File: src/logic/rdcout_pkg.sv
// Constants, offsets and field layouts of the resolver output functions
package rdcout_pkg;

  // ***********************************************
  // Clock and measuring periods
  // ***********************************************
  localparam int unsigned CLK_HZ = 10_000_000; // System clock rate
  localparam int unsigned NS_PER_S = 1_000_000_000; // Nanoseconds per second
  localparam int unsigned PER0_NS = 12_800; // Period select 00
  localparam int unsigned PER1_NS = 51_200; // Period select 01
  localparam int unsigned PER2_NS = 102_400; // Period select 10
  localparam int unsigned PER3_NS = 204_800; // Period select 11
  localparam logic [11:0] PER0_CYC = 12'(PER0_NS / (NS_PER_S / CLK_HZ));
  localparam logic [11:0] PER1_CYC = 12'(PER1_NS / (NS_PER_S / CLK_HZ));
  localparam logic [11:0] PER2_CYC = 12'(PER2_NS / (NS_PER_S / CLK_HZ));
  localparam logic [11:0] PER3_CYC = 12'(PER3_NS / (NS_PER_S / CLK_HZ));
  // Left shift that turns an angle delta into 0.07 rpm units
  localparam int unsigned PER0_SHIFT = 10;
  localparam int unsigned PER1_SHIFT = 8;
  localparam int unsigned PER2_SHIFT = 7;
  localparam int unsigned PER3_SHIFT = 6;

  // ***********************************************
  // Register byte offsets
  // ***********************************************
  localparam logic [7:0] EXC_CFG_OFS = 8'h00; // excitation_config_register
  localparam logic [7:0] LOOP_CFG_OFS = 8'h04; // loop_config_register
  localparam logic [7:0] ENC_CTL_OFS = 8'h08; // encoder_control_register
  localparam logic [7:0] CMP_IRQ_OFS = 8'h0c; // compare_irq_register
  localparam logic [7:0] CMP_ANG0_OFS = 8'h10; // compare_angle_0, then +4 each
  localparam logic [7:0] VEL_OFS = 8'h1c; // angular_velocity_value
  localparam logic [7:0] STATUS_OFS = 8'h20; // status

  // ***********************************************
  // Field positions
  // ***********************************************
  localparam int unsigned EXC_EXCITATION_IO_SELECT_BIT = 0; // excitation_io_select
  localparam int unsigned EXC_SENSOR_TYPE_SELECT_BIT = 1; // sensor_type_select
  localparam int unsigned EXC_EXTR_BIT = 2; // Extraction enable
  localparam int unsigned ENC_CINT_BIT = 0; // compare_irq_enable
  localparam int unsigned ENC_HYSTERESIS_BYPASS_BIT = 1; // hysteresis_bypass
  localparam int unsigned ENC_OUTEN_LSB = 2; // A,B,Z,U,V,W enables, 6 bits
  localparam int unsigned ENC_HOLDSEL_BIT = 8; // velocity_hold_select
  localparam int unsigned ENC_PER_LSB = 9; // velocity_period_select, 2 bits
  localparam int unsigned ENC_HOLDTRG_BIT = 11; // velocity_hold_trigger, write 1
  localparam int unsigned CIRQ_LATCH_BIT = 0; // irq_latch_select
  localparam int unsigned CIRQ_FLAG_LSB = 1; // compare_match_flag, 3 bits
  localparam int unsigned CIRQ_CLR_LSB = 4; // compare_match_clear, 3 bits

  // ***********************************************
  // Reset values and resolution
  // ***********************************************
  localparam logic [2:0] EXC_CFG_RST = 3'h2; // VR or brushless resolver
  localparam logic [2:0] MAX_VELOCITY_RESOLUTION_RST = 3'h1; // 12-bit
  localparam logic [10:0] ENC_CTL_RST = 11'h002; // Hysteresis bypassed
  localparam logic [2:0] MAX_VELOCITY_RESOLUTION_12BIT = 3'h1; // Only code allowing hysteresis
  localparam logic [15:0] HYS_BAND = 16'h0018; // 1.5 LSB of a 12-bit angle
  // Commutation sector borders of the 16-bit angle
  localparam logic [15:0] SECT1 = 16'h2aab;
  localparam logic [15:0] SECT2 = 16'h5555;
  localparam logic [15:0] SECT3 = 16'h8000;
  localparam logic [15:0] SECT4 = 16'haaab;
  localparam logic [15:0] SECT5 = 16'hd555;

  // Resolution bit count for each max_velocity_resolution code
  function automatic logic [4:0] rdcout_res_bits(input logic [2:0] max_velocity_resolution);
    case (max_velocity_resolution)
      3'h0: rdcout_res_bits = 5'd10;
      3'h1: rdcout_res_bits = 5'd12;
      3'h2: rdcout_res_bits = 5'd13;
      3'h3: rdcout_res_bits = 5'd14;
      default: rdcout_res_bits = 5'd16;
    endcase
  endfunction

endpackage

File: src/logic/rdcout_top.sv
// Resolver output functions: compare interrupts, encoder pulses, velocity
// What this block does
// - DC resolver never uses extraction path
// - Reference follows angle gap when extracting
// - Angle used at selected resolution
// - Three channels raise request on angle match
// - Compared width follows resolution setting
// - Level mode follows live match
// - Latch mode sets flag, request stays
// - Clear blocked only by a live match in latch mode
// - Hysteresis suppresses chatter at 12 bits
// - Lock gates compare, encoder, velocity zero
// - Encoder phases from angle, Z at zero
// - Each encoder output has own enable
// - Bypass bit routes encoder around hysteresis
// - Velocity refreshed at every period end
// - Period select picks four periods
// - Period change accepted any time
// - Velocity signed, 0.07 rpm per LSB
// - Hold freezes velocity on write or pin
//
// Implementation choices: the AXI4-Lite register port and the register addresses.
`timescale 1ns/10ps
`default_nettype none

module rdcout_top
  import rdcout_pkg::*;
(
  input wire logic clk_sys_i,
  input wire logic rstn_i,
  // AXI4-Lite slave
  input wire logic [7:0] s_axi_awaddr_i,
  input wire logic s_axi_awvalid_i,
  output logic s_axi_awready_o,
  input wire logic [31:0] s_axi_wdata_i,
  input wire logic [3:0] s_axi_wstrb_i,
  input wire logic s_axi_wvalid_i,
  output logic s_axi_wready_o,
  output logic [1:0] s_axi_bresp_o,
  output logic s_axi_bvalid_o,
  input wire logic s_axi_bready_i,
  input wire logic [7:0] s_axi_araddr_i,
  input wire logic s_axi_arvalid_i,
  output logic s_axi_arready_o,
  output logic [31:0] s_axi_rdata_o,
  output logic [1:0] s_axi_rresp_o,
  output logic s_axi_rvalid_o,
  input wire logic s_axi_rready_i,
  // Tracking loop side, same clock
  input wire logic [15:0] conv_angle_i,
  input wire logic angle_gap_small_i,
  input wire logic angle_error_lock_i,
  // Hold pin, asynchronous
  input wire logic velocity_hold_input_i,
  // Results
  output logic use_extracted_ref_o,
  output logic [2:0] cmp_irq_o,
  output logic enc_a_o,
  output logic enc_b_o,
  output logic enc_z_o,
  output logic enc_u_o,
  output logic enc_v_o,
  output logic enc_w_o
);
  import rdcout_pkg::*;

  // ***********************************************
  // Reset release and pin synchroniser
  // ***********************************************
  logic rst_meta_q; // First reset stage
  logic rst_n; // Synchronised reset
  logic hold_meta_q; // First pin stage, read only by the next stage
  logic hold_sync_q; // Second pin stage
  logic hold_prev_q; // For rising edge

  // Reset goes low at once, leaves on the clock
  always_ff @(posedge clk_sys_i or negedge rstn_i)
  begin
    if (!rstn_i)
    begin
      rst_meta_q <= 1'b0;
      rst_n <= 1'b0;
    end
    else
    begin
      rst_meta_q <= 1'b1;
      rst_n <= rst_meta_q;
    end
  end

  // Two stages before the edge detector sees the hold pin
  always_ff @(posedge clk_sys_i or negedge rst_n)
  begin
    if (!rst_n)
    begin
      hold_meta_q <= 1'b0;
      hold_sync_q <= 1'b0;
      hold_prev_q <= 1'b0;
    end
    else
    begin
      hold_meta_q <= velocity_hold_input_i;
      hold_sync_q <= hold_meta_q;
      hold_prev_q <= hold_sync_q;
    end
  end

  // ***********************************************
  // Register storage and bus slave
  // ***********************************************
  logic [2:0] exc_q; // excitation_config_register
  logic [2:0] max_velocity_resolution_q; // max_velocity_resolution
  logic [10:0] enc_q; // encoder_control_register
  logic latch_sel_q; // irq_latch_select
  logic [15:0] cmp_ang_q [3]; // compare_angle_j
  logic aw_have_q; // Write address held
  logic w_have_q; // Write data held
  logic [7:0] awaddr_q;
  logic [31:0] wdata_q;
  logic [3:0] wstrb_q;
  logic bvalid_q;
  logic [1:0] bresp_q;
  logic rvalid_q;
  logic [31:0] rdata_q;
  logic [1:0] rresp_q;
  logic wr_en; // Both halves present, answer slot free
  logic wr_hit; // Address is mapped
  logic [2:0] clr_pulse; // compare_match_clear writes
  logic trig_pulse; // velocity_hold_trigger write
  logic [2:0] flag_q; // compare_match_flag
  logic [31:0] vel_read; // Velocity as software sees it
  logic prohibited; // Illegal resolver type code

  assign wr_en = aw_have_q && w_have_q && !bvalid_q;
  assign wr_hit = (awaddr_q <= STATUS_OFS) && (awaddr_q[1:0] == 2'h0);
  assign s_axi_awready_o = !aw_have_q;
  assign s_axi_wready_o = !w_have_q;
  assign s_axi_bvalid_o = bvalid_q;
  assign s_axi_bresp_o = bresp_q;
  assign s_axi_arready_o = !rvalid_q;
  assign s_axi_rvalid_o = rvalid_q;
  assign s_axi_rdata_o = rdata_q;
  assign s_axi_rresp_o = rresp_q;

  // Write channel capture; address and data in either order
  always_ff @(posedge clk_sys_i or negedge rst_n)
  begin
    if (!rst_n)
    begin
      aw_have_q <= 1'b0;
      w_have_q <= 1'b0;
      awaddr_q <= 8'h00;
      wdata_q <= 32'h0000_0000;
      wstrb_q <= 4'h0;
      bvalid_q <= 1'b0;
      bresp_q <= 2'h0;
    end
    else
    begin
      if (s_axi_awvalid_i && !aw_have_q)
      begin
        aw_have_q <= 1'b1;
        awaddr_q <= s_axi_awaddr_i;
      end
      else if (wr_en)
        aw_have_q <= 1'b0;
      if (s_axi_wvalid_i && !w_have_q)
      begin
        w_have_q <= 1'b1;
        wdata_q <= s_axi_wdata_i;
        wstrb_q <= s_axi_wstrb_i;
      end
      else if (wr_en)
        w_have_q <= 1'b0;
      // Response one cycle after both halves are held
      if (wr_en)
      begin
        bvalid_q <= 1'b1;
        bresp_q <= wr_hit ? 2'h0 : 2'h2;
      end
      else if (s_axi_bready_i)
        bvalid_q <= 1'b0;
    end
  end

  // Register writes, byte lanes 0 and 1 only carry fields
  always_ff @(posedge clk_sys_i or negedge rst_n)
  begin
    if (!rst_n)
    begin
      exc_q <= EXC_CFG_RST;
      max_velocity_resolution_q <= MAX_VELOCITY_RESOLUTION_RST;
      enc_q <= ENC_CTL_RST;
      latch_sel_q <= 1'b0;
      for (int j = 0; j < 3; j++)
        cmp_ang_q[j] <= 16'h0000;
    end
    else if (wr_en)
    begin
      if (awaddr_q == EXC_CFG_OFS)
      begin
        if (wstrb_q[0])
          exc_q <= wdata_q[2:0];
      end
      else if (awaddr_q == LOOP_CFG_OFS)
      begin
        if (wstrb_q[0])
          max_velocity_resolution_q <= wdata_q[2:0];
      end
      else if (awaddr_q == ENC_CTL_OFS)
      begin
        if (wstrb_q[0])
          enc_q[7:0] <= wdata_q[7:0];
        if (wstrb_q[1])
          enc_q[10:8] <= wdata_q[10:8];
      end
      else if (awaddr_q == CMP_IRQ_OFS)
      begin
        if (wstrb_q[0])
          latch_sel_q <= wdata_q[CIRQ_LATCH_BIT];
      end
      else
      begin
        // Three compare angle words
        for (int j = 0; j < 3; j++)
        begin
          if (awaddr_q == CMP_ANG0_OFS + 8'(4 * j))
          begin
            if (wstrb_q[0])
              cmp_ang_q[j][7:0] <= wdata_q[7:0];
            if (wstrb_q[1])
              cmp_ang_q[j][15:8] <= wdata_q[15:8];
          end
        end
      end
    end
  end

  // Write-one pulses, not stored
  assign clr_pulse = (wr_en && awaddr_q == CMP_IRQ_OFS && wstrb_q[0]) ?
                     wdata_q[CIRQ_CLR_LSB +: 3] : 3'h0;
  assign trig_pulse = wr_en && awaddr_q == ENC_CTL_OFS && wstrb_q[1] &&
                      wdata_q[ENC_HOLDTRG_BIT];
  assign prohibited = exc_q[EXC_EXCITATION_IO_SELECT_BIT] == exc_q[EXC_SENSOR_TYPE_SELECT_BIT];

  // Read channel; unmapped words answer zero with SLVERR
  always_ff @(posedge clk_sys_i or negedge rst_n)
  begin
    if (!rst_n)
    begin
      rvalid_q <= 1'b0;
      rdata_q <= 32'h0000_0000;
      rresp_q <= 2'h0;
    end
    else if (s_axi_arvalid_i && !rvalid_q)
    begin
      rvalid_q <= 1'b1;
      rresp_q <= 2'h0;
      if (s_axi_araddr_i == EXC_CFG_OFS)
        rdata_q <= {29'h0, exc_q};
      else if (s_axi_araddr_i == LOOP_CFG_OFS)
        rdata_q <= {29'h0, max_velocity_resolution_q};
      else if (s_axi_araddr_i == ENC_CTL_OFS)
        rdata_q <= {21'h0, enc_q};
      else if (s_axi_araddr_i == CMP_IRQ_OFS)
        rdata_q <= {28'h0, flag_q, latch_sel_q};
      else if (s_axi_araddr_i == CMP_ANG0_OFS)
        rdata_q <= {16'h0, cmp_ang_q[0]};
      else if (s_axi_araddr_i == CMP_ANG0_OFS + 8'h04)
        rdata_q <= {16'h0, cmp_ang_q[1]};
      else if (s_axi_araddr_i == CMP_ANG0_OFS + 8'h08)
        rdata_q <= {16'h0, cmp_ang_q[2]};
      else if (s_axi_araddr_i == VEL_OFS)
        rdata_q <= vel_read;
      else if (s_axi_araddr_i == STATUS_OFS)
        rdata_q <= {29'h0, prohibited, angle_error_lock_i, use_extracted_ref_o};
      else
      begin
        rdata_q <= 32'h0000_0000;
        rresp_q <= 2'h2;
      end
    end
    else if (s_axi_rready_i)
      rvalid_q <= 1'b0;
  end

  // ***********************************************
  // Excitation reference selection
  // ***********************************************
  // Registered so the loop sees a clean select
  always_ff @(posedge clk_sys_i or negedge rst_n)
  begin
    if (!rst_n)
      use_extracted_ref_o <= 1'b0;
    else
      use_extracted_ref_o <= exc_q[EXC_EXTR_BIT] && !exc_q[EXC_EXCITATION_IO_SELECT_BIT] &&
                             exc_q[EXC_SENSOR_TYPE_SELECT_BIT] && angle_gap_small_i;
  end

  // ***********************************************
  // Angle shaping: resolution and hysteresis
  // ***********************************************
  logic [15:0] res_mask; // Bits taking part in compares
  logic [15:0] hys_ang_q; // Angle that moves only past the band
  logic [15:0] hys_diff; // Distance from held angle
  logic hys_on; // Hysteresis in use
  logic [15:0] eff_ang; // Angle seen by compare and encoder
  logic [4:0] res_bits;

  assign res_bits = rdcout_res_bits(max_velocity_resolution_q);
  assign res_mask = 16'hffff << (5'd16 - res_bits);
  assign hys_diff = conv_angle_i - hys_ang_q;
  assign hys_on = !enc_q[ENC_HYSTERESIS_BYPASS_BIT] && (max_velocity_resolution_q == MAX_VELOCITY_RESOLUTION_12BIT);
  assign eff_ang = (hys_on ? hys_ang_q : conv_angle_i) & res_mask;

  // Held angle follows only moves wider than the band, killing jitter
  always_ff @(posedge clk_sys_i or negedge rst_n)
  begin
    if (!rst_n)
      hys_ang_q <= 16'h0000;
    else if (!hys_on)
      hys_ang_q <= conv_angle_i;
    else if (hys_diff > HYS_BAND && hys_diff < (16'h0000 - HYS_BAND))
      hys_ang_q <= conv_angle_i;
  end

  // ***********************************************
  // Compare match channels
  // ***********************************************
  logic [2:0] match; // Gated live match per channel

  // Match on the resolution-masked bits, blocked by the lock
  always_comb
  begin
    for (int j = 0; j < 3; j++)
      match[j] = (eff_ang == (cmp_ang_q[j] & res_mask)) && !angle_error_lock_i;
  end

  // Latched flags; a match in the clear cycle keeps the flag
  always_ff @(posedge clk_sys_i or negedge rst_n)
  begin
    if (!rst_n)
      flag_q <= 3'h0;
    else
    begin
      for (int j = 0; j < 3; j++)
      begin
        if (latch_sel_q && match[j])
          flag_q[j] <= 1'b1;
        else if (clr_pulse[j])
          flag_q[j] <= 1'b0;
      end
    end
  end

  // Request output per channel
  always_ff @(posedge clk_sys_i or negedge rst_n)
  begin
    if (!rst_n)
      cmp_irq_o <= 3'h0;
    else if (!enc_q[ENC_CINT_BIT])
      cmp_irq_o <= 3'h0;
    else if (latch_sel_q)
      cmp_irq_o <= flag_q | match;
    else
      cmp_irq_o <= match;
  end

  // ***********************************************
  // Encoder pulse outputs
  // ***********************************************
  logic [15:0] enc_cnt; // Angle counted in resolution steps
  logic [5:0] enc_raw; // A,B,Z,U,V,W before enables

  assign enc_cnt = eff_ang >> (5'd16 - res_bits);
  assign enc_raw[0] = enc_cnt[1];
  assign enc_raw[1] = enc_cnt[1] ^ enc_cnt[0];
  assign enc_raw[2] = eff_ang == 16'h0000;
  assign enc_raw[3] = eff_ang < SECT3;
  assign enc_raw[4] = eff_ang >= SECT2 && eff_ang < SECT5;
  assign enc_raw[5] = eff_ang >= SECT4 || eff_ang < SECT1;

  // Outputs low when disabled or locked
  always_ff @(posedge clk_sys_i or negedge rst_n)
  begin
    if (!rst_n)
      {enc_w_o, enc_v_o, enc_u_o, enc_z_o, enc_b_o, enc_a_o} <= 6'h00;
    else
      {enc_w_o, enc_v_o, enc_u_o, enc_z_o, enc_b_o, enc_a_o} <=
        enc_raw & enc_q[ENC_OUTEN_LSB +: 6] & {6{!angle_error_lock_i}};
  end

  // ***********************************************
  // Angular velocity measurement
  // ***********************************************
  logic [1:0] per_sel_q; // Period in force
  logic [11:0] per_cnt_q; // Cycles into the period
  logic [11:0] per_len; // Cycles in the period
  logic [15:0] start_ang_q; // Angle at period start
  logic signed [15:0] delta; // Change over the period
  logic [31:0] vel_q; // Latest periodic result
  logic [31:0] vel_held_q; // Frozen result
  logic [31:0] vel_scaled;
  logic per_end;

  always_comb
  begin
    case (per_sel_q)
      2'h0: per_len = PER0_CYC;
      2'h1: per_len = PER1_CYC;
      2'h2: per_len = PER2_CYC;
      default: per_len = PER3_CYC;
    endcase
  end

  assign per_end = per_cnt_q == per_len - 12'h001;
  assign delta = $signed(conv_angle_i - start_ang_q);

  always_comb
  begin
    case (per_sel_q)
      2'h0: vel_scaled = 32'($signed({{16{delta[15]}}, delta}) <<< PER0_SHIFT);
      2'h1: vel_scaled = 32'($signed({{16{delta[15]}}, delta}) <<< PER1_SHIFT);
      2'h2: vel_scaled = 32'($signed({{16{delta[15]}}, delta}) <<< PER2_SHIFT);
      default: vel_scaled = 32'($signed({{16{delta[15]}}, delta}) <<< PER3_SHIFT);
    endcase
  end

  // Period timer; a new selection restarts it cleanly
  always_ff @(posedge clk_sys_i or negedge rst_n)
  begin
    if (!rst_n)
    begin
      per_sel_q <= 2'h0;
      per_cnt_q <= 12'h000;
      start_ang_q <= 16'h0000;
      vel_q <= 32'h0000_0000;
    end
    else if (per_sel_q != enc_q[ENC_PER_LSB +: 2])
    begin
      per_sel_q <= enc_q[ENC_PER_LSB +: 2];
      per_cnt_q <= 12'h000;
      start_ang_q <= conv_angle_i;
    end
    else if (per_end)
    begin
      per_cnt_q <= 12'h000;
      start_ang_q <= conv_angle_i;
      vel_q <= angle_error_lock_i ? 32'h0000_0000 : vel_scaled;
    end
    else
      per_cnt_q <= per_cnt_q + 12'h001;
  end

  // Capture on write or pin edge while holding is enabled
  always_ff @(posedge clk_sys_i or negedge rst_n)
  begin
    if (!rst_n)
      vel_held_q <= 32'h0000_0000;
    else if (enc_q[ENC_HOLDSEL_BIT] && (trig_pulse || (hold_sync_q && !hold_prev_q)))
      vel_held_q <= vel_q;
  end

  assign vel_read = angle_error_lock_i ? 32'h0000_0000 :
                    (enc_q[ENC_HOLDSEL_BIT] ? vel_held_q : vel_q);

endmodule

`default_nettype wire

File: config.mk
export PLATFORM = sky130hd
export DESIGN_NAME = rdcout_top
export DESIGN_NICKNAME = d
export VERILOG_FILES = /design/src/logic/rdcout_pkg.sv /design/src/logic/rdcout_top.sv
export SDC_FILE = /design/constraint.sdc
export NUM_CORES = 1
export LEC_CHECK = 0
export BUFFER_PORTS_ARGS = -buffer_cell sky130_fd_sc_hd__buf_2
export CORE_ASPECT_RATIO = 0.7
export CORE_MARGIN = 4
export CORE_UTILIZATION = 48
export CTS_BUF_LIST = sky130_fd_sc_hd__clkbuf_8
export CTS_CLUSTER_DIAMETER = 30
export DETAILED_ROUTE_END_ITERATION = 8
export PLACE_DENSITY = 0.67
export SETUP_SLACK_MARGIN = 0.2
export SYNTH_ARGS = -nofsm -noshare
export SYNTH_HDL_FRONTEND = slang
export SYNTH_SLANG_ARGS = --single-unit
File: constraint.sdc
create_clock -name clk_sys_i -period 7.9 [get_ports clk_sys_i]
set_input_delay 0.79 -clock clk_sys_i [delete_from_list [all_inputs] [get_ports clk_sys_i]]
set_output_delay 0.79 -clock clk_sys_i [all_outputs]
set_load 0.01 [all_outputs]
**Yosys cells after proc, flatten, opt, wreduce, memory -nomap -nowiden**

Cells that the tools add are included.

- Add/subtract/negate cells: 5
- Magnitude comparators: 8
- Equality and inequality tests: 26
- Shift operators: 2
- Multiplexer cells: 48
- Bitwise operators: 13
- Reduce and logical (&&, ||, !) cells: 61

Operator list:

| operator | number |
|---|---|
| $mux W32 | 11 |
| $mux W16 | 5 |
| $pmux W25 S3 | 1 |
| $and A16 B16 Y16 | 4 |
| $eq A8 B5 Y1 const B | 7 |
| $eq A16 B16 Y1 | 3 |
| $lt A16 B16 Y1 const B | 3 |
| $reduce_and A7 Y1 | 6 |
| $pmux W12 S3 | 1 |
| $eq A8 B4 Y1 const B | 4 |
| $sub A16 B16 Y16 | 2 |
| $logic_and A1 B1 Y1 | 25 |
| $mux W12 | 2 |
| $mux W2 | 10 |
| $pmux W5 S4 | 1 |
| $eq A8 B3 Y1 const B | 2 |
| $ge A16 B15 Y1 const B | 1 |
| $ge A16 B16 Y1 const B | 1 |
| $gt A16 B5 Y1 const B | 1 |
| $logic_not A16 Y1 | 1 |
| $logic_not A8 Y1 | 2 |
| $lt A16 B14 Y1 const B | 1 |
| $reduce_bool A2 Y1 | 8 |
| $shl A16 B5 Y16 const A | 1 |
| other kinds (29) | 60 |

- Bits in registers: 260
- Input bits: 78
- Output and inout bits: 51

**Depth between registers and ports, before layout**

- Word-level depth: 10
- Mapped depth: 14
- Gate-level depth less buffers: 13

**Least setup slack after synthesis**

No wires, ideal clock.

- Path kind: input port to flip-flop
- Start point: input conv_angle_i[0]
- End point: register hys_ang_q[10]
- Arrival time: 3.699 ns
- Data required time: 7.775 ns
- Slack: 4.076 ns
- Stages on the path: 13
- Path buffers: 2
- Cell sequence: clkbuf_1 -> inv_1 -> ha_1 -> fa_1 -> nor2b_4 -> o311ai_4 -> a221o_1 -> nor4_1 -> nand4_1 -> nor4_2 -> a41oi_2 -> buf_6 -> mux2_4

- Word-level cells in the longest chain between the ends: 4

RTL lines:

| item | line | source |
|---|---|---|
| start: declaration | rdcout_top.sv:50 | `input wire logic [15:0] conv_angle_i,` |
| $sub A16 B16 Y16 (*) | rdcout_top.sv:312 | `assign hys_diff = conv_angle_i - hys_ang_q;` |
| $gt A16 B5 Y1 / $lt A16 B16 Y1 (equally long branches) | rdcout_top.sv:323 | `else if (hys_diff > HYS_BAND && hys_diff < (16'h0000 - HYS_BAND))` |
| $logic_and A1 B1 Y1 (*) | rdcout_top.sv:323 |  |
| $ne A2 B1 Y1 (no line) (*) | -- |  |
| end signal: assignment | rdcout_top.sv:322 | `hys_ang_q <= conv_angle_i;` |
| end signal: assignment | rdcout_top.sv:324 | `hys_ang_q <= conv_angle_i;` |
| end: declaration | rdcout_top.sv:304 | `logic [15:0] hys_ang_q;` |

Mark *: on every way between the ends. The rest lies on a longest branch, timed or not.
A chain may end at the register's enable or synchronous reset.

**Final worst setup path**

- Start point: register max_velocity_resolution_q[2]
- End point: register cmp_irq_o[0]

- Word-level cells in the longest chain between the ends: 10

RTL lines:

| item | line | source |
|---|---|---|
| start: declaration | rdcout_top.sv:112 | `logic [2:0] max_velocity_resolution_q;` |
| start signal: assignment | rdcout_top.sv:208 | `max_velocity_resolution_q <= wdata_q[2:0];` |
| $eq A3 B2 Y1 (tied with other cells) | rdcout_pkg.sv:67 | `case (max_velocity_resolution)` |
| $pmux W5 S4 | rdcout_pkg.sv:67 |  |
| $sub A5 B5 Y5 | rdcout_top.sv:311 | `assign res_mask = 16'hffff << (5'd16 - res_bits);` |
| $shl A16 B5 Y16 | rdcout_top.sv:311 |  |
| $and A16 B16 Y16, on equally long branches | rdcout_top.sv:314, rdcout_top.sv:336 |  |
| $eq A16 B16 Y1 (*) | rdcout_top.sv:336 | `match[j] = (eff_ang == (cmp_ang_q[j] & res_mask)) && !angle_error_lock_i;` |
| $logic_and A1 B1 Y1 (*) | rdcout_top.sv:336 |  |
| $or A3 B3 Y3 | rdcout_top.sv:364 | `cmp_irq_o <= flag_q \| match;` |
| $mux W3 (*) | rdcout_top.sv:363 | `else if (latch_sel_q)` |
| $mux W3 (*) | rdcout_top.sv:361 | `else if (!enc_q[ENC_CINT_BIT])` |
| end signal: assignment | rdcout_top.sv:364 |  |
| end signal: assignment | rdcout_top.sv:366 | `cmp_irq_o <= match;` |
| end: declaration | rdcout_top.sv:57 | `output logic [2:0] cmp_irq_o,` |

Marked as above.

==> metrics.md <==
| Metric | Value |
|---|---|
| Post-synth EDFFs | `0` |
| Ranking of synthesized cells by area | `dfrtp_1 (44%), mux2_2 (9.9%), nand2_1 (3.8%)` |
| Pwr/cell area | `286 nW/um^2` |
| Root buf cell | `clkbuf_8` |
| Vias/cell | `5.70` |
| Clock latency on the worst-skew pair | `0.56 ns` |
| Min Clock Period, post-route | `4.05 ns` |
| Vias post-DR | `10100` |
| Post-synthesis cell area | `12800 um^2` |
| Async SR Flop Fraction | `100%` |
| # clock sinks | `228` |
| Setup Skew | `0.0201 ns` |
| CTS H-tree depth | `2` |
| Max Cap Violations | `0` |
| Final worst setup slack | `3.85 ns` |
| Share of cells above drive strength 1 | `24.2%` |
| R2R depth | `9` |
| Worst reg2reg setup slack | `3.85 ns` |
| Final net count | `1485` |
| Worst Hold Class | `reg2async` |
| Post-Route WL | `33300 um` |
| Max-slew violations | `0` |
| Leakage | `6.85 nW` |
| Max transition margin | `16.8%` |
| Tcrit/Tclk final | `51.2%` |
| Post-layout util | `56.4%` |
| CTS tree | `done` |
| Ys Warns | `0` |
| Worst slew pin tran | `1.24 ns` |
| RD Place Congestion | `0.873` |
| Crit Reg-Reg Startpoint | `max_velocity_resolution_q[2]$_DFFE_PN0P_` |
| Placed Cells | `1682` |
| Max Fanout on Critical Path | `14` |
| Die height | `145 um` |
| CTS resizes | `0` |
| Fin Setup TNS | `0 ns` |
| Iteration count of the initial detailed-routing pass | `5` |
| Final HPWL from detailed placement | `24400 um` |
| Fin. Hold Viols | `0` |
| GRT Total Usage | `22.5%` |
| Crit path capture type | `register` |
| Status | `complete, no violations` |
| Ports | `129` |
| F_max | `247 MHz` |
| Synth top area share | `43.9%` |
| DR DRC count | `0` |
| Core footprint | `26000 um^2` |
| Max VDD drop | `0.140 mV` |
| R2R Path End | `cmp_irq_o[0]$_DFF_PN0_` |
| Cell taking the most area after synthesis | `dfrtp_1` |
| Flop and latch count out of synthesis | `228` |
| Initial Util | `49.3%` |
| ANT cells | `0` |
| Vias in the first global route | `9648` |
| Place WS | `3.81 ns` |
| Sequential share of the synthesized area | `44.5%` |
| Main synth FF type | `dfrtp_1` |
| Clock-pin slew on the worst setup and hold paths | `0.06 ns` |
| Number of port buffers | `108` |
| WS Path Type | `reg2reg` |
| Avg WL per Cell | `18.9 um` |
| Non-Filler Instances | `1763` |
| Initial antenna violation count | `1` |
| Synth Area per Inst | `10.2 um^2` |
| Synthesis-to-finish area growth | `14.3%` |
| Clock tree buffer depth | `3` |
| Post-DRT Antenna Nets | `0` |
| Post-synthesis cell count | `1259` |
| Top-count cell post-synth | `dfrtp_1` |
| Crit path DAT | `4.53 ns` |
| Final setup viols | `0` |
| Post-synth cell types | `76` |
| Worst setup SP type | `register` |
| RSZ-0062 raised after global routing | `no` |
| CTS buffer count | `44` |
| Largest net degree at the start of global routing | `72` |
| CP Data Required Time | `8.38 ns` |
| Die X | `203 um` |
| Die area | `29400 um^2` |
| GRT Residual Overflow | `0` |
| FP Rows | `49` |
| Wire length of the first global-routing pass | `52900 um` |
| Synth cell count leaders | `dfrtp_1 (225), nand2_1 (129), mux2_2 (113)` |
| DRT iter0 DRCs | `776` |
-- cell type report --
type,count,area [um^2]
Multi-Input combinational cell,916,6640
Clock inverter,29,272
Clock buffer,51,702
Fill cell,2317,11300
Sequential cell,228,5710
Timing Repair Buffer,124,663
Tap cell,357,447
Inverter,58,218
-- metal layers --
layer  global-route usage (%)  up-vias  share of wire, %
met3                     5.68       34               7.6
met2                     32.2      316                42
met1                     34.7     4945                49
met4                     4.79        2               1.2
met5                        0        -             0.039
li1                         -     4756                 -
-- power by group --
group	switching, mW	leakage [nW]	internal, mW
registers	0.210	3.00	1.38
clock network	0.523	0.536	0.758
logic	0.758	3.32	0.568
-- state kept, by name, summed over array words and instances (netlist names), 2 cells and up --
name	cells
awaddr_q	8
cmp_ang_q	48
cmp_irq_o	3
enc_q	11
exc_q	3
flag_q	3
hys_ang_q	16
max_velocity_resolution_q	3
per_cnt_q	12
per_sel_q	2
s_axi_rdata_o	26
start_ang_q	16
vel_held_q	20
vel_q	20
wdata_q	16
wstrb_q	2
-- stage by stage --
stage | hold WS (ns) | area [um^2] | total power, mW
3_5_place_dp | 0.223 | 13700 | 2.91
6_report | 0.209 | 14700 | 4.20
2_1_floorplan | 0.331 | 12800 | 2.55
3_3_place_gp | 0.210 | 13700 | 2.88
5_1_grt | 0.251 | 14700 | 4.47
4_1_cts | 0.225 | 14700 | 4.21
-- layout by cell type, fill, tap and decap left out, types with 19 or more instances in the layout --
cell      Yosys  final
buf_2         1    108
nand2_1     129    128
inv_1        58     71
o21ai_0      85     85
ha_1         33     33
a21oi_1      67     67
o31ai_1      22     22
dfrtp_1     225    224
a21o_1       19     19
nor2_1       75     75
nand3_1      20     20
clkbuf_8      0     51
xnor2_1      42     42
mux2i_1      38     38
xor2_1       44     44
mux2_2      113    113
-- worst max-delay path by stage --
stage | from | to | slack, ns | cells after the start
floorplan | rst_n$_DFF_PN0_ | aw_have_q$_DFFE_PN0P_ | 1.08 | 0
global placement | conv_angle_i[0] | hys_ang_q[5]$_DFFE_PN0P_ | 3.92 | 13
detailed placement | conv_angle_i[0] | hys_ang_q[5]$_DFFE_PN0P_ | 3.81 | 13
CTS | max_velocity_resolution_q[2]$_DFFE_PN0P_ | cmp_irq_o[0]$_DFF_PN0_ | 4.06 | 9
global route | max_velocity_resolution_q[2]$_DFFE_PN0P_ | cmp_irq_o[0]$_DFF_PN0_ | 3.62 | 9
finish | max_velocity_resolution_q[2]$_DFFE_PN0P_ | cmp_irq_o[0]$_DFF_PN0_ | 3.85 | 9
-- kinds of logic after synthesis --
kind of cell | count (synthesis) | share of synthesized area, %
and+or+nand+nor | 337 | 12.7
AOI/OAI and AO/OA | 291 | 14.9
muxes | 163 | 14.5
DFF | 228 | 44.5
xor gates and xnor gates | 87 | 6.00
other | 2 | 0.0586
buffers and inverters | 116 | 3.73
adders and majority gates | 35 | 3.53
-- worst max-delay path, stage by stage, from the launching register on --
cell and delay [ns]:
dfrtp_1 0.58, nor4b_4 0.35, buf_4 0.30, mux2i_1 0.87, xnor2_1 0.15, nor4_1 0.76
nand4_1 0.19, nor4_1 0.51, a21oi_1 0.08, nor2b_1 0.14
-- timing repair --
item	4_1_cts	5_1_grt
endpoints found under the setup margin	0	0
hold endpoints to repair	2	0
buffers inserted	0	0
hold buffers	1	0
Power figures use the tool's default switching activity.
